**src/core/usp_pkg.sv**
```systemverilog
// Constants, register map and types of the serial port block
package usp_pkg;
    localparam int AW = 12;
    localparam int IW = AW - 2;
    // Register indices; byte address is four times the index
    localparam logic [IW-1:0] IDX_SERIAL_CONTROL = 10'h098;
    localparam logic [IW-1:0] IDX_SERIAL_BUFFER = 10'h099;
    localparam logic [IW-1:0] IDX_FRAC = 10'h09D;
    localparam logic [IW-1:0] IDX_INTDIV = 10'h09E;
    localparam logic [IW-1:0] IDX_BSRC = 10'h09F;
    localparam logic [IW-1:0] IDX_CFG = 10'h0A0;
    localparam logic [IW-1:0] IDX_IST = 10'h0A1;
    localparam logic [IW-1:0] IDX_IMASK = 10'h0A2;
    // Field positions and write masks
    localparam int FRAC_EN_BIT = 7;
    localparam int FRAC_W = 6;
    localparam logic [7:0] FRAC_MASK = 8'hBF;
    localparam int BSRC_BAUD_DOUBLER_BIT = 7;
    localparam int BSRC_RCLK_BIT = 5;
    localparam int BSRC_TX_CLOCK_FROM_TIMER2_BIT = 4;
    localparam logic [7:0] BSRC_MASK = 8'hB0;
    localparam int CFG_OWE_BIT = 7;
    localparam int CFG_FE_BIT = 6;
    localparam int CFG_EXT_BIT = 0;
    localparam int IST_W = 3;
    localparam logic [7:0] REG_RST = 8'h00;
    // Bit timing: async mode in ticks, shift mode in clock cycles
    localparam logic [3:0] M0_LAST = 4'hB;
    localparam logic [3:0] M0_HALF = 4'h6;
    localparam logic [3:0] OVS_LAST = 4'hF;
    localparam logic [3:0] OVS_MID = 4'h7;
    localparam logic [2:0] BIT_LAST = 3'h7;
    localparam logic [1:0] RESP_OKAY = 2'h0;
    localparam logic [1:0] RESP_SLVERR = 2'h2;

    typedef struct packed {
        logic mode_select_hi;
        logic mode_select_lo;
        logic frame_check_enable;
        logic rx_enable;
        logic tx_ninth_bit;
        logic received_ninth_bit;
        logic tx_done_flag;
        logic rx_done_flag;
    } usp_serial_control_t;

    typedef enum logic [1:0] {
        MODE_SHIFT = 2'h0,
        MODE_ASYNC8 = 2'h1,
        MODE_FIXED9 = 2'h2,
        MODE_VAR9 = 2'h3
    } usp_mode_t;

    typedef enum logic [1:0] {
        ST_IDLE = 2'h0,
        ST_START = 2'h1,
        ST_DATA = 2'h3,
        ST_STOP = 2'h2
    } usp_state_t;
endpackage

```
**src/core/usp_serial_port.sv**
```systemverilog
// Serial port: shift register mode, 8-bit async mode, baud timer, AXI4-Lite registers
`timescale 1ns/1ps
`default_nettype none
////////////////////////////////////////////////////////////////////////////////
module usp_serial_port (
    input wire logic aclk,
    input wire logic aresetn,
    input wire logic [usp_pkg::AW-1:0] awaddr,
    input wire logic awvalid,
    output logic awready,
    input wire logic [31:0] wdata,
    input wire logic [3:0] wstrb,
    input wire logic wvalid,
    output logic wready,
    output logic [1:0] bresp,
    output logic bvalid,
    input wire logic bready,
    input wire logic [usp_pkg::AW-1:0] araddr,
    input wire logic arvalid,
    output logic arready,
    output logic [31:0] rdata,
    output logic [1:0] rresp,
    output logic rvalid,
    input wire logic rready,
    input wire logic timer1_ovf,
    input wire logic timer2_ovf,
    input wire logic rxd_i,
    output logic rxd_o,
    output logic rxd_oe_n,
    output logic txd,
    output logic irq
);
    import usp_pkg::*;

    usp_serial_control_t serial_control_ff;
    logic [7:0] frac_ff, intdiv_ff, bsrc_ff, rxbuf_ff, wbyte_ff;
    logic extended_uart_enable_ff, owe_ff, fe_ff, wlane_ff, irq_ff;
    logic [IST_W-1:0] ist_ff, imask_ff;
    logic aw_full_ff, w_full_ff, awready_ff, wready_ff, bvalid_ff, arready_ff, rvalid_ff;
    logic [AW-1:0] aw_addr_ff;
    logic [1:0] bresp_ff, rresp_ff;
    logic [31:0] rdata_ff;
    logic wr_fire;
    logic [IW-1:0] wr_idx, rd_idx;
    logic [7:0] rd_mux;

    function automatic logic mapped(input logic [IW-1:0] idx);
        mapped = idx inside {IDX_SERIAL_CONTROL, IDX_SERIAL_BUFFER, IDX_FRAC, IDX_INTDIV, IDX_BSRC,
                             IDX_CFG, IDX_IST, IDX_IMASK};
    endfunction

    ////////////////////////////////////////////////////////////////////////////
    // AXI4-Lite slave; one write and one read at a time
    assign wr_fire = aw_full_ff & w_full_ff & ~bvalid_ff;
    assign wr_idx = aw_addr_ff[AW-1:2];
    assign rd_idx = araddr[AW-1:2];

    always_ff @(posedge aclk) begin
        if (!aresetn) begin
            aw_full_ff <= 1'b0;
            w_full_ff <= 1'b0;
            awready_ff <= 1'b1;
            wready_ff <= 1'b1;
            bvalid_ff <= 1'b0;
            bresp_ff <= RESP_OKAY;
            aw_addr_ff <= '0;
            wbyte_ff <= REG_RST;
            wlane_ff <= 1'b0;
        end else begin
            if (awvalid && awready_ff) begin
                aw_addr_ff <= awaddr;
                aw_full_ff <= 1'b1;
                awready_ff <= 1'b0;
            end
            if (wvalid && wready_ff) begin
                wbyte_ff <= wdata[7:0];
                wlane_ff <= wstrb[0];
                w_full_ff <= 1'b1;
                wready_ff <= 1'b0;
            end
            if (wr_fire) begin
                bvalid_ff <= 1'b1;
                bresp_ff <= mapped(wr_idx) ? RESP_OKAY : RESP_SLVERR;
                aw_full_ff <= 1'b0;
                w_full_ff <= 1'b0;
            end
            if (bvalid_ff && bready) begin
                bvalid_ff <= 1'b0;
                awready_ff <= 1'b1;
                wready_ff <= 1'b1;
            end
        end
    end

    always_comb begin
        unique case (rd_idx)
            IDX_SERIAL_CONTROL: rd_mux = serial_control_ff;
            IDX_SERIAL_BUFFER: rd_mux = rxbuf_ff;
            IDX_FRAC: rd_mux = frac_ff;
            IDX_INTDIV: rd_mux = intdiv_ff;
            IDX_BSRC: rd_mux = bsrc_ff;
            IDX_CFG: rd_mux = {owe_ff, fe_ff, 5'h00, extended_uart_enable_ff};
            IDX_IST: rd_mux = {5'h00, ist_ff};
            IDX_IMASK: rd_mux = {5'h00, imask_ff};
            default: rd_mux = REG_RST;
        endcase
    end

    always_ff @(posedge aclk) begin
        if (!aresetn) begin
            arready_ff <= 1'b1;
            rvalid_ff <= 1'b0;
            rdata_ff <= 32'h0000_0000;
            rresp_ff <= RESP_OKAY;
        end else if (arvalid && arready_ff) begin
            arready_ff <= 1'b0;
            rvalid_ff <= 1'b1;
            rdata_ff <= {24'h00_0000, rd_mux};
            rresp_ff <= mapped(rd_idx) ? RESP_OKAY : RESP_SLVERR;
        end else if (rvalid_ff && rready) begin
            rvalid_ff <= 1'b0;
            arready_ff <= 1'b1;
        end
    end

    logic wr_ok, wr_serial_control, wr_serial_buffer, wr_frac, wr_intdiv, wr_bsrc, wr_cfg, wr_ist, wr_imask;
    assign wr_ok = wr_fire & wlane_ff;
    assign wr_serial_control = wr_ok & (wr_idx == IDX_SERIAL_CONTROL);
    assign wr_serial_buffer = wr_ok & (wr_idx == IDX_SERIAL_BUFFER);
    assign wr_frac = wr_ok & (wr_idx == IDX_FRAC);
    assign wr_intdiv = wr_ok & (wr_idx == IDX_INTDIV);
    assign wr_bsrc = wr_ok & (wr_idx == IDX_BSRC);
    assign wr_cfg = wr_ok & (wr_idx == IDX_CFG);
    assign wr_ist = wr_ok & (wr_idx == IDX_IST);
    assign wr_imask = wr_ok & (wr_idx == IDX_IMASK);

    ////////////////////////////////////////////////////////////////////////////
    // Baud sources
    logic baud_en, baud_doubler, tx_clock_from_timer2, rclk, ut_tick, t1_tick, tx_tick, rx_tick, ut_carry;
    logic [7:0] ut_cnt_ff;
    logic [5:0] ut_acc_ff, ut_sum;
    logic t1_half_ff;
    usp_mode_t mode;
    assign baud_en = frac_ff[FRAC_EN_BIT];
    assign baud_doubler = bsrc_ff[BSRC_BAUD_DOUBLER_BIT];
    assign tx_clock_from_timer2 = bsrc_ff[BSRC_TX_CLOCK_FROM_TIMER2_BIT];
    assign rclk = bsrc_ff[BSRC_RCLK_BIT];
    assign mode = usp_mode_t'({serial_control_ff.mode_select_hi, serial_control_ff.mode_select_lo});
    assign {ut_carry, ut_sum} = {1'b0, ut_acc_ff} + {1'b0, frac_ff[FRAC_W-1:0]};
    assign ut_tick = baud_en & (ut_cnt_ff == 8'h00);

    always_ff @(posedge aclk) begin
        if (!aresetn) begin
            frac_ff <= REG_RST;
            intdiv_ff <= REG_RST;
            bsrc_ff <= REG_RST;
        end else begin
            if (wr_frac) frac_ff <= wbyte_ff & FRAC_MASK;
            if (wr_intdiv) intdiv_ff <= wbyte_ff;
            if (wr_bsrc) bsrc_ff <= wbyte_ff & BSRC_MASK;
        end
    end

    // Fraction stretches a tick period by one cycle on each accumulator carry
    always_ff @(posedge aclk) begin
        if (!aresetn || !baud_en) begin
            ut_cnt_ff <= intdiv_ff;
            ut_acc_ff <= '0;
        end else if (ut_cnt_ff == 8'h00) begin
            ut_acc_ff <= ut_sum;
            ut_cnt_ff <= intdiv_ff + {7'h00, ut_carry};
        end else begin
            ut_cnt_ff <= ut_cnt_ff - 8'h01;
        end
    end

    // Timer1 needs 32 overflows per bit unless doubled
    always_ff @(posedge aclk) begin
        if (!aresetn) t1_half_ff <= 1'b0;
        else if (timer1_ovf) t1_half_ff <= ~t1_half_ff;
    end
    assign t1_tick = timer1_ovf & (baud_doubler | t1_half_ff);
    assign tx_tick = baud_en ? ut_tick : (tx_clock_from_timer2 ? timer2_ovf : t1_tick);
    assign rx_tick = baud_en ? ut_tick : (rclk ? timer2_ovf : t1_tick);

    ////////////////////////////////////////////////////////////////////////////
    // Transmitter
    usp_state_t tx_st_ff, rx_st_ff;
    logic [3:0] tx_cnt_ff, rx_cnt_ff;
    logic [2:0] tx_bit_ff, rx_bit_ff;
    logic [8:0] tx_sh_ff;
    logic [7:0] rx_sh_ff;
    logic tx_m0_ff, rx_m0_ff, tx_end, tx_go, tx_done_set, tx_fin_ff;
    assign tx_end = (tx_m0_ff | tx_tick) & (tx_cnt_ff == (tx_m0_ff ? M0_LAST : OVS_LAST));
    assign tx_go = wr_serial_buffer & (tx_st_ff == ST_IDLE)
                   & ((mode == MODE_ASYNC8) | ((mode == MODE_SHIFT) & (rx_st_ff == ST_IDLE)));
    assign tx_done_set = (tx_st_ff == ST_DATA) & tx_end & (tx_bit_ff == BIT_LAST);

    always_ff @(posedge aclk) begin
        if (!aresetn) begin
            tx_st_ff <= ST_IDLE;
            tx_cnt_ff <= '0;
            tx_bit_ff <= '0;
            tx_sh_ff <= '1;
            tx_m0_ff <= 1'b0;
            tx_fin_ff <= 1'b0;
        end else begin
            tx_fin_ff <= tx_done_set;
            if (tx_st_ff != ST_IDLE && (tx_m0_ff || tx_tick)) tx_cnt_ff <= tx_cnt_ff + 4'h1;
            unique case (tx_st_ff)
                ST_IDLE: begin
                    if (tx_go) begin
                        tx_sh_ff <= {1'b1, wbyte_ff};
                        tx_m0_ff <= (mode == MODE_SHIFT);
                        tx_st_ff <= (mode == MODE_SHIFT) ? ST_DATA : ST_START;
                        tx_cnt_ff <= '0;
                        tx_bit_ff <= '0;
                    end
                end
                ST_START: begin
                    if (tx_end) begin
                        tx_cnt_ff <= '0;
                        tx_st_ff <= ST_DATA;
                    end
                end
                ST_DATA: begin
                    if (tx_end) begin
                        tx_cnt_ff <= '0;
                        tx_sh_ff <= {1'b1, tx_sh_ff[8:1]};
                        tx_bit_ff <= tx_bit_ff + 3'h1;
                        if (tx_bit_ff == BIT_LAST) tx_st_ff <= tx_m0_ff ? ST_IDLE : ST_STOP;
                    end
                end
                ST_STOP: begin
                    if (tx_end) tx_st_ff <= ST_IDLE;
                end
            endcase
        end
    end

    ////////////////////////////////////////////////////////////////////////////
    // Receiver
    logic rxd_s1_ff, rxd_s2_ff, rxd_d_ff, rx_end, rx_final, m0_final, accept, rx_load;
    logic [7:0] rx_data;
    always_ff @(posedge aclk) begin
        if (!aresetn) begin
            rxd_s1_ff <= 1'b1;
            rxd_s2_ff <= 1'b1;
            rxd_d_ff <= 1'b1;
        end else begin
            rxd_s1_ff <= rxd_i;
            rxd_s2_ff <= rxd_s1_ff;
            rxd_d_ff <= rxd_s2_ff;
        end
    end

    assign rx_end = (rx_m0_ff | rx_tick) & (rx_cnt_ff == (rx_m0_ff ? M0_LAST : OVS_LAST));
    assign rx_final = (rx_st_ff == ST_STOP) & (rx_tick & (rx_cnt_ff == OVS_MID));
    assign m0_final = (rx_st_ff == ST_DATA) & rx_m0_ff & rx_end & (rx_bit_ff == BIT_LAST);
    // Extended mode may overwrite; frame check demands a stop bit of 1
    assign accept = (extended_uart_enable_ff | ~serial_control_ff.rx_done_flag)
                    & (~serial_control_ff.frame_check_enable | rxd_s2_ff);
    assign rx_load = m0_final | (rx_final & accept);
    assign rx_data = m0_final ? {rxd_s2_ff, rx_sh_ff[7:1]} : rx_sh_ff;

    // Data bits sampled mid-bit: start checked at tick 7, then every 16
    always_ff @(posedge aclk) begin
        if (!aresetn) begin
            rx_st_ff <= ST_IDLE;
            rx_cnt_ff <= '0;
            rx_bit_ff <= '0;
            rx_sh_ff <= '0;
            rx_m0_ff <= 1'b0;
        end else begin
            if (rx_st_ff != ST_IDLE && (rx_m0_ff || rx_tick)) rx_cnt_ff <= rx_cnt_ff + 4'h1;
            unique case (rx_st_ff)
                ST_IDLE: begin
                    rx_cnt_ff <= '0;
                    rx_bit_ff <= '0;
                    if (serial_control_ff.rx_enable && mode == MODE_SHIFT && !serial_control_ff.rx_done_flag
                        && tx_st_ff == ST_IDLE && !tx_go) begin
                        rx_m0_ff <= 1'b1;
                        rx_st_ff <= ST_DATA;
                    end else if (serial_control_ff.rx_enable && mode == MODE_ASYNC8
                                 && rxd_d_ff && !rxd_s2_ff) begin
                        rx_m0_ff <= 1'b0;
                        rx_st_ff <= ST_START;
                    end
                end
                ST_START: begin
                    if (rx_tick && rx_cnt_ff == OVS_MID) begin
                        rx_cnt_ff <= '0;
                        rx_st_ff <= rxd_s2_ff ? ST_IDLE : ST_DATA;
                    end
                end
                ST_DATA: begin
                    if (rx_end) begin
                        rx_cnt_ff <= '0;
                        rx_sh_ff <= {rxd_s2_ff, rx_sh_ff[7:1]};
                        rx_bit_ff <= rx_bit_ff + 3'h1;
                        if (rx_bit_ff == BIT_LAST) rx_st_ff <= rx_m0_ff ? ST_IDLE : ST_STOP;
                    end
                end
                ST_STOP: begin
                    if (rx_final) rx_st_ff <= ST_IDLE;
                end
            endcase
        end
    end

    ////////////////////////////////////////////////////////////////////////////
    // Control, buffer and error flags; hardware set wins over software clear
    always_ff @(posedge aclk) begin
        if (!aresetn) begin
            serial_control_ff <= '0;
            rxbuf_ff <= REG_RST;
        end else begin
            if (wr_serial_control) serial_control_ff <= wbyte_ff;
            if (tx_fin_ff) serial_control_ff.tx_done_flag <= 1'b1;
            if (rx_load) begin
                rxbuf_ff <= rx_data;
                serial_control_ff.rx_done_flag <= 1'b1;
                if (!m0_final) serial_control_ff.received_ninth_bit <= rxd_s2_ff;
            end
        end
    end

    always_ff @(posedge aclk) begin
        if (!aresetn) begin
            extended_uart_enable_ff <= 1'b0;
            owe_ff <= 1'b0;
            fe_ff <= 1'b0;
        end else begin
            if (wr_cfg) begin
                extended_uart_enable_ff <= wbyte_ff[CFG_EXT_BIT];
                if (!wbyte_ff[CFG_OWE_BIT]) owe_ff <= 1'b0;
            end
            if (rx_final && serial_control_ff.rx_done_flag) owe_ff <= 1'b1;
            if (rx_final) fe_ff <= ~rxd_s2_ff;
        end
    end

    // Interrupt status: rx load, tx done, overwrite; write one to clear
    logic [IST_W-1:0] ist_ev, ist_clr;
    assign ist_ev = {rx_final & serial_control_ff.rx_done_flag, tx_fin_ff, rx_load};
    assign ist_clr = wr_ist ? wbyte_ff[IST_W-1:0] : '0;
    always_ff @(posedge aclk) begin
        if (!aresetn) begin
            ist_ff <= '0;
            imask_ff <= '0;
            irq_ff <= 1'b0;
        end else begin
            ist_ff <= (ist_ff & ~ist_clr) | ist_ev;
            if (wr_imask) imask_ff <= wbyte_ff[IST_W-1:0];
            irq_ff <= |(ist_ff & imask_ff);
        end
    end

    ////////////////////////////////////////////////////////////////////////////
    // Pins; shift mode clock low for the first half of each 12-cycle bit
    logic txd_ff, rxd_o_ff, rxd_oe_n_ff;
    always_ff @(posedge aclk) begin
        if (!aresetn) begin
            txd_ff <= 1'b1;
            rxd_o_ff <= 1'b1;
            rxd_oe_n_ff <= 1'b1;
        end else begin
            rxd_o_ff <= tx_sh_ff[0];
            rxd_oe_n_ff <= ~((tx_st_ff != ST_IDLE) & tx_m0_ff);
            if (tx_st_ff != ST_IDLE && tx_m0_ff) txd_ff <= (tx_cnt_ff >= M0_HALF);
            else if (rx_st_ff != ST_IDLE && rx_m0_ff) txd_ff <= (rx_cnt_ff >= M0_HALF);
            else if (tx_st_ff == ST_START) txd_ff <= 1'b0;
            else if (tx_st_ff == ST_IDLE) txd_ff <= 1'b1;
            else txd_ff <= tx_sh_ff[0];
        end
    end

    assign awready = awready_ff;
    assign wready = wready_ff;
    assign bvalid = bvalid_ff;
    assign bresp = bresp_ff;
    assign arready = arready_ff;
    assign rvalid = rvalid_ff;
    assign rdata = rdata_ff;
    assign rresp = rresp_ff;
    assign txd = txd_ff;
    assign rxd_o = rxd_o_ff;
    assign rxd_oe_n = rxd_oe_n_ff;
    assign irq = irq_ff;

    ////////////////////////////////////////////////////////////////////////////
    // Assertions
    property p_frac_bit6;
        @(posedge aclk) disable iff (!aresetn) wr_frac |=> (frac_ff[6] == 1'b0);
    endproperty
    a_frac_bit6: assert property (p_frac_bit6) else $error("fraction bit 6 stored");

    property p_m0_len;
        @(posedge aclk) disable iff (!aresetn)
            (tx_go && mode == MODE_SHIFT) |-> ##97 tx_fin_ff;
    endproperty
    a_m0_len: assert property (p_m0_len) else $error("shift transfer not 96 cycles");

    property p_m0_drive;
        @(posedge aclk) disable iff (!aresetn)
            (tx_go && mode == MODE_SHIFT) |-> ##2 (!rxd_oe_n && rxd_o == $past(wbyte_ff[0], 2));
    endproperty
    a_m0_drive: assert property (p_m0_drive) else $error("shift data not driven LSB");

    property p_start_bit;
        @(posedge aclk) disable iff (!aresetn)
            (tx_go && mode == MODE_ASYNC8) |-> ##2 !txd;
    endproperty
    a_start_bit: assert property (p_start_bit) else $error("no start bit");

    property p_tx_done_stop;
        @(posedge aclk) disable iff (!aresetn)
            (tx_done_set && !tx_m0_ff) |-> ##1 tx_fin_ff ##1 (txd && serial_control_ff.tx_done_flag);
    endproperty
    a_tx_done_stop: assert property (p_tx_done_stop) else $error("tx done not at stop");

    property p_reject;
        @(posedge aclk) disable iff (!aresetn)
            (rx_final && !accept && !serial_control_ff.rx_done_flag && !wr_serial_control)
            |=> !serial_control_ff.rx_done_flag;
    endproperty
    a_reject: assert property (p_reject) else $error("rejected frame set rx done");

    property p_accept;
        @(posedge aclk) disable iff (!aresetn)
            (rx_final && accept) |=> (serial_control_ff.rx_done_flag && rxbuf_ff == $past(rx_sh_ff)
                                      && serial_control_ff.received_ninth_bit == $past(rxd_s2_ff));
    endproperty
    a_accept: assert property (p_accept) else $error("accepted frame not loaded");

    property p_owe;
        @(posedge aclk) disable iff (!aresetn)
            (rx_final && serial_control_ff.rx_done_flag) |=> (owe_ff && ist_ff[2]);
    endproperty
    a_owe: assert property (p_owe) else $error("overwrite not flagged");

    property p_fe;
        @(posedge aclk) disable iff (!aresetn) rx_final |=> (fe_ff == !$past(rxd_s2_ff));
    endproperty
    a_fe: assert property (p_fe) else $error("frame error wrong");

    property p_ut_sel;
        @(posedge aclk) disable iff (!aresetn) baud_en |-> (tx_tick == ut_tick && rx_tick == ut_tick);
    endproperty
    a_ut_sel: assert property (p_ut_sel) else $error("baud timer not selected");

    c_m0_tx: cover property (@(posedge aclk) disable iff (!aresetn) tx_go && mode == MODE_SHIFT);
    c_m1_rx: cover property (@(posedge aclk) disable iff (!aresetn) rx_final && accept);
    c_owe: cover property (@(posedge aclk) disable iff (!aresetn) rx_final && extended_uart_enable_ff
                           && serial_control_ff.rx_done_flag);
endmodule
`default_nettype wire

```
**config.mk**
```make
export PLATFORM = sky130hd
export DESIGN_NAME = usp_serial_port
export DESIGN_NICKNAME = d
export VERILOG_FILES = /design/src/core/usp_pkg.sv /design/src/core/usp_serial_port.sv
export SDC_FILE = /design/constraint.sdc
export NUM_CORES = 1
export LEC_CHECK = 0
export BUFFER_PORTS_ARGS = -buffer_cell sky130_fd_sc_hd__buf_2
export CELL_PAD_IN_SITES_DETAIL_PLACEMENT = 0
export CELL_PAD_IN_SITES_GLOBAL_PLACEMENT = 1
export CORE_ASPECT_RATIO = 2
export CORE_MARGIN = 2
export CORE_UTILIZATION = 29
export DETAILED_ROUTE_END_ITERATION = 10
export PLACE_DENSITY = 0.6
export SYNTH_ARGS = -nofsm -noshare
export SYNTH_HDL_FRONTEND = slang
export SYNTH_SLANG_ARGS = --single-unit
```
**constraint.sdc**
```tcl
create_clock -name aclk -period 3.05 [get_ports aclk]
set_clock_uncertainty 0.2 [all_clocks]
set_input_delay 0.61 -clock aclk [delete_from_list [all_inputs] [get_ports aclk]]
set_output_delay 0.61 -clock aclk [all_outputs]
set_load 0.01 [all_outputs]
```
==> results.toml, run 1 <==
[clock_tree]
cts_buffer_depth = 2
clkSlewWorstSetupHoldPaths_ps = 60
cts_tree = "done"
post_cts_buffers = 0
cts.sinks = 138
cts_root_buffer = "clkbuf_16"
cts.hold.buffers_added = 0
ctsResizeCount = 0
cts_buffers = 17
ctsHtreeMaxLevel = 4
clk-insertion-delay-late_ps = 430

[flow_run]
cap_violations = 0

[timing]
fmax_ghz = 0.3599
tightest_slew_ps = 760.4
setup_viol = 0
maxSlewViolCount = 0
finalCritPeriodShare_pct = 91.09
period_needed_ps = 2778
rsz0062_at_grt = "false"
hold_viol = 0
slew_headroom_pct = 49.20
finalSetupTns_ps = 0

[pwr]
power.leakage_nw = 3.142
pwr-share-clk_pct = 50.6
comb_power_share_pct = 4.4
sw_frac_of_total_pct = 22.82
intPower_mw = 3.198
pwr_density_cell_nw_per_um2 = 514.4
p_seq_share_pct = 45.0
ir_worst_vdd_v = 0.0003187
p_sw_mw = 0.9455

[route]
first_pass_iters = 4
drt-initial-drc-count = 161
via_per_inst = 4.918
drt_wl_total_um = 19280
postRouteAntennaNets = 0
wl_per_cell_um = 16.78
via_count = 5651
route.detailed.drc = 0

[logic_synthesis]
yosysWarnings = 0
synth-seq-area-share_pct = 39.61
ys.flop_type = "dfxtp_1"
synth_edf_count = 0
ys_async_sr_fraction_pct = 0
synth_cells = 804
avgSynthCellArea_sq_um = 8.674
yosys.cell_types.count = 73
syn-cell-area_sq_um = 6974
synth_seq_cells = 138

[grt]
grt_pass1_vias = 5544
grt_usage_pct = 15.83
grt_max_degree = 75
grt_pass1_wl_um = 30570
grt_overflow = 0
grt_antenna_before_repair = 0

[layout]
diodes = 0
drive_gt1_share_pct = 14.62
area_growth_pct = 15.50
fin_nets = 938
postLayoutCoreUtil_pct = 33.96

[floorplan]
dieArea_sq_um = 25380
chipHeight_um = 223.3
io_pins = 115
row_count = 80
fp.dieW_um = 113.7
initial_utilization_pct = 29.40
core_area_sq_um = 23720

[critical_path]
required_ps = 3160
critPathKind = "reg2reg"
crit_path_end_kind = "flip-flop"
cp-start-kind = "flip-flop"
crit_fanout = 4
crit_arrival_ps = 2890

[place]
io_buffer_count = 57
gp_congestion = 0.8584
dp_hpwl_um = 14840

[status]
outcome = "completed"

[worst_hold_path]
min_path_type = "in2reg"
[synth_stat cells (all sizes together), types with 3 or more instances]
| master | count | share of area, % |
|---|---|---|
| inv | 13 | 0.70 |
| or3 | 5 | 0.45 |
| o21a | 5 | 0.54 |
| a31oi | 3 | 0.36 |
| buf | 33 | 3.3 |
| and2 | 14 | 1.3 |
| clkbuf | 37 | 2.0 |
| nor3 | 13 | 0.93 |
| or4 | 4 | 0.54 |
| a32o | 4 | 0.57 |
| nor2 | 49 | 2.7 |
| a211oi | 3 | 0.32 |
| dfxtp | 138 | 40 |
| a21oi | 32 | 2.3 |
| xor2 | 6 | 0.75 |
| or2 | 5 | 0.45 |
| nand3 | 19 | 1.4 |
| mux2 | 6 | 0.97 |
| o22ai | 6 | 0.54 |
| and3 | 10 | 0.90 |
| a21boi | 40 | 4.3 |
| nor3b | 4 | 0.43 |
| nand2 | 112 | 6.0 |
| nand3b | 6 | 0.65 |
| ha | 18 | 3.2 |
| nand2b | 13 | 1.2 |
| nor2b | 47 | 4.2 |
| mux2i | 45 | 6.5 |
| a22oi | 15 | 1.6 |
| o221ai | 3 | 0.38 |
| and4 | 5 | 0.63 |
| xnor2 | 10 | 1.3 |
| o31ai | 3 | 0.52 |
| o21ai | 40 | 3.0 |
| a22o | 3 | 0.38 |
| a222oi | 4 | 0.57 |
[sequential cells by signal, summed over array words and instances, names as in the netlist, 4 cells and up]
signal and flops:
rxbuf_ff 8, ut_cnt_ff 8, wbyte_ff 8, rdata 8, rx_sh_ff 8, intdiv_ff 8
tx_sh_ff 8, frac_ff 7, tx_cnt_ff 4, rx_cnt_ff 4, ut_acc_ff 6, aw_addr_ff 10
serial_control_ff 6
[layer usage]
metal	vias to the layer above	track usage, %	routed length, um	part of all wire, %
met1	2658	15.04	6984	36
met2	103	31.02	10950	57
met3	31	3.015	497	2.6
li1	2859	-	-	-
met5	-	0	0	0
met4	0	8.379	843	4.4
[final cells by class]
type | count | area, sq um
Timing Repair Buffer | 71 | 405.4
Fill cell | 2478 | 15670
Inverter | 13 | 48.80
Clock buffer | 19 | 442.9
Multi-Input combinational cell | 608 | 3885
Sequential cell | 138 | 2763
Clock inverter | 13 | 151.4
Tap cell | 287 | 359.1
[metrics by stage]
stage          hold slack, ps  instances  power [mW]  instance area [sq um]  setup WS, ps
2_1_floorplan           186.3        829       2.032                   7068         522.9
3_3_place_gp            192.5       1117       2.090                   7461         248.2
3_5_place_dp            198.9       1117       2.092                   7461         240.1
4_1_cts                 145.5       1149       4.216                   8055         227.3
5_1_grt                 182.0       1149       4.296                   8055         87.37
6_report                168.8       1149       4.144                   8055         271.7
[final timing paths]
check / startpoint / to / slack (ps) / cells past startpoint
setup / recovery: frac_ff[0]$_SDFFE_PN0P_ / ut_cnt_ff[6]$_DFF_P_ / 270 / 15
hold / removal: rxd_i / rxd_s1_ff$_SDFF_PN1_ / 170 / 2
setup reg to reg: frac_ff[0]$_SDFFE_PN0P_ / ut_cnt_ff[6]$_DFF_P_ / 270 / 15
hold reg to reg: rxd_s1_ff$_SDFF_PN1_ / rxd_s2_ff$_SDFF_PN1_ / 210 / 1
[critical path, stage by stage (launching register included)]
cell and delay [ps]:
dfxtp_1 330, ha_1 230, fa_1 400, a21oi_1 170, nor2_1 50, nor2_1 150, nor2b_1 70, o21ai_0 150
nand2b_1 70, ha_1 210, ha_1 240, nand2_1 80, or2_2 120, a21oi_1 60, nor2_1 90, a21oi_1 40
[cell usage in the layout (no fill, tap or decap), drive strengths merged, types with 13 or more instances in the layout]
| master | Yosys | final |
|---|---|---|
| a21boi | 40 | 40 |
| a21oi | 32 | 32 |
| a22oi | 15 | 15 |
| and2 | 14 | 14 |
| buf | 33 | 71 |
| clkbuf | 37 | 19 |
| conb | 1 | 26 |
| dfxtp | 138 | 138 |
| ha | 18 | 18 |
| inv | 13 | 13 |
| mux2i | 45 | 45 |
| nand2 | 112 | 112 |
| nand2b | 13 | 13 |
| nand3 | 19 | 19 |
| nor2 | 49 | 49 |
| nor2b | 47 | 47 |
| nor3 | 13 | 13 |
| o21ai | 40 | 40 |
[power groups by stage]
stage | Sequential, mW | Clock (mW) | Combinational (mW)
finish | 1.87 | 2.10 | 0.181
global route | 1.87 | 2.22 | 0.203
CTS | 1.87 | 2.16 | 0.186
detailed placement | 1.91 | 0 | 0.185
global placement | 1.91 | 0 | 0.184
floorplan | 1.89 | 0 | 0.140
[cell families (layout without fill, tap and decap cells)]
family	Yosys count	in the layout	synth area share (%)
xor+xnor	16	16	2.009
other cells	1	26	0.05377
mux	51	51	7.427
buf+inv	83	116	6.028
simple gates	317	317	23.50
flops	138	138	39.61
fa+ha+maj	19	19	3.516
compound gates	179	179	17.85
Power figures use the tool's default switching activity.
==> inputs of run 2 (changes only) <==
- clock period: 3.05 -> 3.6 ns (I/O delays scaled with it)
==> run 2 against run 1 <==
Combinational power fell by 15%. Sequential power is 16% lower. Critical endpoint unchanged. Routed wire length grew 0.32%. Fmax decreased by 1.5%. Global-route usage hardly changed. Design area fell by 0.31%. Largest power group unchanged. Highest routed layer unchanged. Critical path type unchanged. Total power fell by 14%. Clock-buffer cell count increased by 2. First-iteration DRC count grew 41%. Utilization fell by 0.11 points. Register-to-register slack improved by 510 ps.
==> results.toml, run 2 (synthesis gave the netlist of run 1 again) <==
[flow_run]
cap_violations = 0

[timing]
maxSlewViolCount = 0
fmax_ghz = 0.3545
slew_headroom_pct = 54.00
setup_viol = 0
finalSetupTns_ps = 0
period_needed_ps = 2821
finalCritPeriodShare_pct = 78.35
tightest_slew_ps = 687.4
rsz0062_at_grt = "false"
hold_viol = 0

[clock_tree]
cts_buffer_depth = 2
post_cts_buffers = 0
cts_buffers = 17
cts_tree = "done"
ctsHtreeMaxLevel = 4
ctsResizeCount = 0
clkSlewWorstSetupHoldPaths_ps = 60
cts.hold.buffers_added = 0
cts.sinks = 138
clk-insertion-delay-late_ps = 430
cts_root_buffer = "clkbuf_16"

[critical_path]
required_ps = 3710
crit_slowest_cell = "fa_1"
crit_fanout = 4
crit_path_end_kind = "flip-flop"
critPathTopFamily = "adder cells"
crit_chain = "ha_1 -> fa_1 -> a21oi_1 -> nor2_1 -> nor2_1 -> nor2b_1 -> o21ai_0 -> nand2b_1 -> ha_1 -> ha_1 -> nand2_1 -> or2_2 -> a21oi_1 -> nor2_1 -> a21oi_1"
crit_arrival_ps = 2930
crit_path_max_incr_delay_ps = 410
cp-start-kind = "flip-flop"
critPathKind = "reg2reg"
critical_path_buf_inv_count = 0

[route]
via_count = 5600
postRouteAntennaNets = 0
route.detailed.drc = 0
via_per_inst = 4.899
wl_per_cell_um = 16.92
drt-initial-drc-count = 227
drt_wl_total_um = 19340
first_pass_iters = 4

[layout]
diodes = 0
area_growth_pct = 15.14
largest_reg_flops = 10
final_cell_mix = "138 x dfxtp_1, 112 x nand2_1, 56 x buf_2"
final_common_cell = "dfxtp_1"
regMostFlops = "aw_addr_ff"
postLayoutCoreUtil_pct = 33.85
fin_nets = 932
drive_gt1_share_pct = 14.02

[floorplan]
initial_utilization_pct = 29.40
dieArea_sq_um = 25380
row_count = 80
fp.dieW_um = 113.7
core_area_sq_um = 23720
chipHeight_um = 223.3
io_pins = 115

[grt]
grt_usage_pct = 15.85
grt_antenna_before_repair = 0
grt_overflow = 0
grt_max_degree = 71
grt_pass1_wl_um = 30640
grt_pass1_vias = 5508

[pwr]
pwr_density_cell_nw_per_um2 = 444.2
power.leakage_nw = 3.113
ir_worst_vdd_v = 0.0002689

[status]
outcome = "completed"

[worst_hold_path]
min_path_type = "reg2reg"

[place]
gp_congestion = 0.8157
io_buffer_count = 57
dp_hpwl_um = 14830
## run 2: cell type report
type                    count  area, sq um
inverters                  13        48.80
fillers                  2477        15690
well taps                 287        359.1
clock buffers              21        470.5
multi-input cells         608         3885
repair buffers             65        360.3
clock inverters            11        143.9
flip-flops and latches    138         2763
## run 2: per-layer routing
layer | vias up | GRT usage, % | part of all wire, %
met2 | 108 | 31.23 | 57
li1 | 2846 | - | -
met5 | - | 0 | 0
met4 | 0 | 7.474 | 3.6
met1 | 2612 | 15.29 | 36
met3 | 34 | 3.043 | 2.8
## run 2: power breakdown
| group | switching [mW] | internal, mW |
|---|---|---|
| clock | 0.692 | 1.14 |
| combinational | 0.0924 | 0.0611 |
| sequential | 0.0306 | 1.55 |
| total | 0.815 | 2.75 |
## run 2: worst register-to-register path: stages, from the launching register on
cell and delay (ps):
dfxtp_1 330, ha_1 230, fa_1 410, a21oi_1 180, nor2_1 60, nor2_1 150
nor2b_1 70, o21ai_0 150, nand2b_1 80, ha_1 200, ha_1 230, nand2_1 80
or2_2 120, a21oi_1 60, nor2_1 90, a21oi_1 50
## run 2: metrics by stage
stage	worst slack, ps	std cells	power [mW]	hold WS, ps	instance area (sq um)
2_1_floorplan	1073	829	1.722	186.3	7068
3_5_place_dp	776.9	1111	1.771	210.1	7416
3_3_place_gp	786.7	1111	1.770	195.7	7416
6_report	779.3	1143	3.567	213.6	8030
4_1_cts	759.6	1143	3.615	221.6	8030
5_1_grt	563.3	1143	3.695	244.9	8030
## run 2: worst paths after layout
path,startpoint,to,slack [ps],depth (start not counted)
hold / removal,rxd_s1_ff$_SDFF_PN1_,rxd_s2_ff$_SDFF_PN1_,210,1
setup / recovery,frac_ff[0]$_SDFFE_PN0P_,ut_cnt_ff[6]$_DFF_P_,780,15
setup reg to reg,frac_ff[0]$_SDFFE_PN0P_,ut_cnt_ff[6]$_DFF_P_,780,15
hold reg to reg,rxd_s1_ff$_SDFF_PN1_,rxd_s2_ff$_SDFF_PN1_,210,1
==> inputs of run 3 (changes only) <==
- PLACE_DENSITY: 0.6 -> 0.62
- clock period: 3.6 -> 2.3 ns (I/O delays scaled with it)
==> run 3 against run 2 <==
The run now ends with negative setup slack left. Register-to-register slack worse by 980 ps. Die area unchanged. Global-route usage up 0.83 points. Design area up 12%. Combinational power up 78%. Utilization up 4.0 points. Critical path depth unchanged.
==> results.toml, run 3 (synthesis gave the netlist of run 1 again) <==
[timing]
slew_headroom_pct = 64.20
hold_viol = 0
rsz0062_at_grt = "true"
fmax_ghz = 0.4000
layout_setup_ws_ps = -200.1
period_needed_ps = 2500
setup_viol = 16
maxSlewViolCount = 0
tightest_slew_ps = 537.0
finalCritPeriodShare_pct = 108.7

[grt]
grt_max_degree = 52
grt_overflow = 0
grt_pass1_wl_um = 32150
grt_usage_pct = 16.68
grt_pass1_vias = 6071
grt_antenna_before_repair = 0

[floorplan]
row_count = 80
io_pins = 115
dieArea_sq_um = 25380
fp.dieW_um = 113.7
initial_utilization_pct = 29.40
core_area_sq_um = 23720
chipHeight_um = 223.3

[layout]
drive_gt1_share_pct = 26.70
fin_nets = 1017
stdcell_count = 1227
n_fill_cell = 2409
final_common_cell = "dfxtp_1"
diodes = 0
largest_reg_flops = 10
area_growth_pct = 28.70
final_cell_mix = "129 x dfxtp_1, 111 x nand2_1, 80 x buf_4"
design_area_sq_um = 8976
regMostFlops = "aw_addr_ff"

[worst_hold_path]
worstHoldStart = "rxd_i"
min_path_type = "in2reg"

[route]
drt_wl_total_um = 20300
drt-initial-drc-count = 215
first_pass_iters = 4
via_count = 5987
route.detailed.drc = 0
postRouteAntennaNets = 0
wl_per_cell_um = 16.55
via_per_inst = 4.879

[clock_tree]
ctsHtreeMaxLevel = 4
cts_tree = "done"
clk-insertion-delay-late_ps = 440
cts_buffer_depth = 2
cts_root_buffer = "clkbuf_16"
cts.hold.buffers_added = 0
clkSlewWorstSetupHoldPaths_ps = 60
cts.sinks = 138
cts_buffers = 17

[critical_path]
crit_arrival_ps = 2620
timing.reg2reg.setup_slack_ps = -200
crit_fanout = 4
required_ps = 2420
crit_path_end_kind = "flip-flop"
critPathLaunch = "ut_acc_ff[0]$_SDFFE_PP0P_"
worstReg2RegStart = "ut_acc_ff[0]$_SDFFE_PP0P_"
critPathKind = "reg2reg"
cp-start-kind = "flip-flop"

[pwr]
power.leakage_nw = 3.571
pwr_density_cell_nw_per_um2 = 622.0
intPower_mw = 4.295
sw_frac_of_total_pct = 23.06
ir_worst_vdd_v = 0.0003706
p_sw_mw = 1.287
pwr-share-clk_pct = 50.8
comb_power_share_pct = 4.9
total_power_mw = 5.583
p_seq_share_pct = 44.3

[status]
outcome = "complete, but fails checks"
violations = "negative setup slack"

[place]
dp_worst_setup_slack_ps = -265.2
gp_congestion = 0.8314
io_buffer_count = 57
placed_cells_incl_taps = 1181
dp_hpwl_um = 15560
place_area_sq_um = 8031

[flow_run]
cap_violations = 0
-- run 3: cell types whose count changed in the layout (fill, tap and decap cells not counted), sizes merged --
cell | previous run | this run
buf | 65 | 150
clkbuf | 21 | 20
clkinvlp | 4 | 2
clkinv | 4 | 6
-- run 3: final cells by class --
cell class | count | area (sq um) | area share (%)
clock buffer | 20 | 456.7 | 5.088
inverter | 13 | 48.80 | 0.5436
sequential | 138 | 2774 | 30.90
tap | 287 | 359.1 | 4.001
timing repair buffer | 150 | 1059 | 11.79
clock inverter | 11 | 146.4 | 1.631
multi-input combinational | 608 | 4133 | 46.04
-- run 3: final timing paths --
kind                                        endpoint  cells past startpoint
worst max register to register  ut_cnt_ff[6]$_DFF_P_                     15
worst min-delay path            rxd_s1_ff$_SDFF_PN1_                      2
worst max-delay path            ut_cnt_ff[6]$_DFF_P_                     15
worst min register to register  rxd_s2_ff$_SDFF_PN1_                      1
-- run 3: metrics by stage --
step	util, %	hold WS [ps]	setup TNS, ps
after detailed placement	33.86	193.3	-3607
final	37.84	18.21	-1059
after CTS	37.57	5.304	-1625
after floorplan	-	186.3	-91.23
after global routing	37.84	18.75	-3415
after global placement	33.86	191.0	-3290
-- run 3: repair_timing --
item                                    in CTS  in global routing
setup buffers                               15                  3
pin swaps                                   19                 14
resized for setup                           40                 27
endpoints found under the setup margin      38                 41
gates cloned                                 1                  0
-- run 3: per-layer routing --
metal	wire length, um	track usage [%]
met1	7223	15.28
met2	11670	32.97
met3	540	3.423
met4	872	9.205
met5	0	0
-- run 3: power by group through the flow --
stage               Combinational (mW)  Sequential [mW]  Clock, mW
global placement                 0.271             2.52          0
finish                           0.274             2.47       2.84
global route                     0.305             2.48       3.01
CTS                              0.275             2.47       2.90
floorplan                        0.186             2.51          0
detailed placement               0.272             2.52          0
-- run 3: worst max-delay path, cell delays in order (launching register included) --
cell and delay (ps):
dfxtp_2 330, ha_4 160, fa_2 350, a21oi_2 140, nor2_1 60, nor2_2 130, nor2b_1 60, o21ai_1 120
nand2b_1 110, ha_4 190, ha_4 170, nand2_2 60, or2_4 120, a21oi_2 50, nor2_1 90, a21oi_1 40
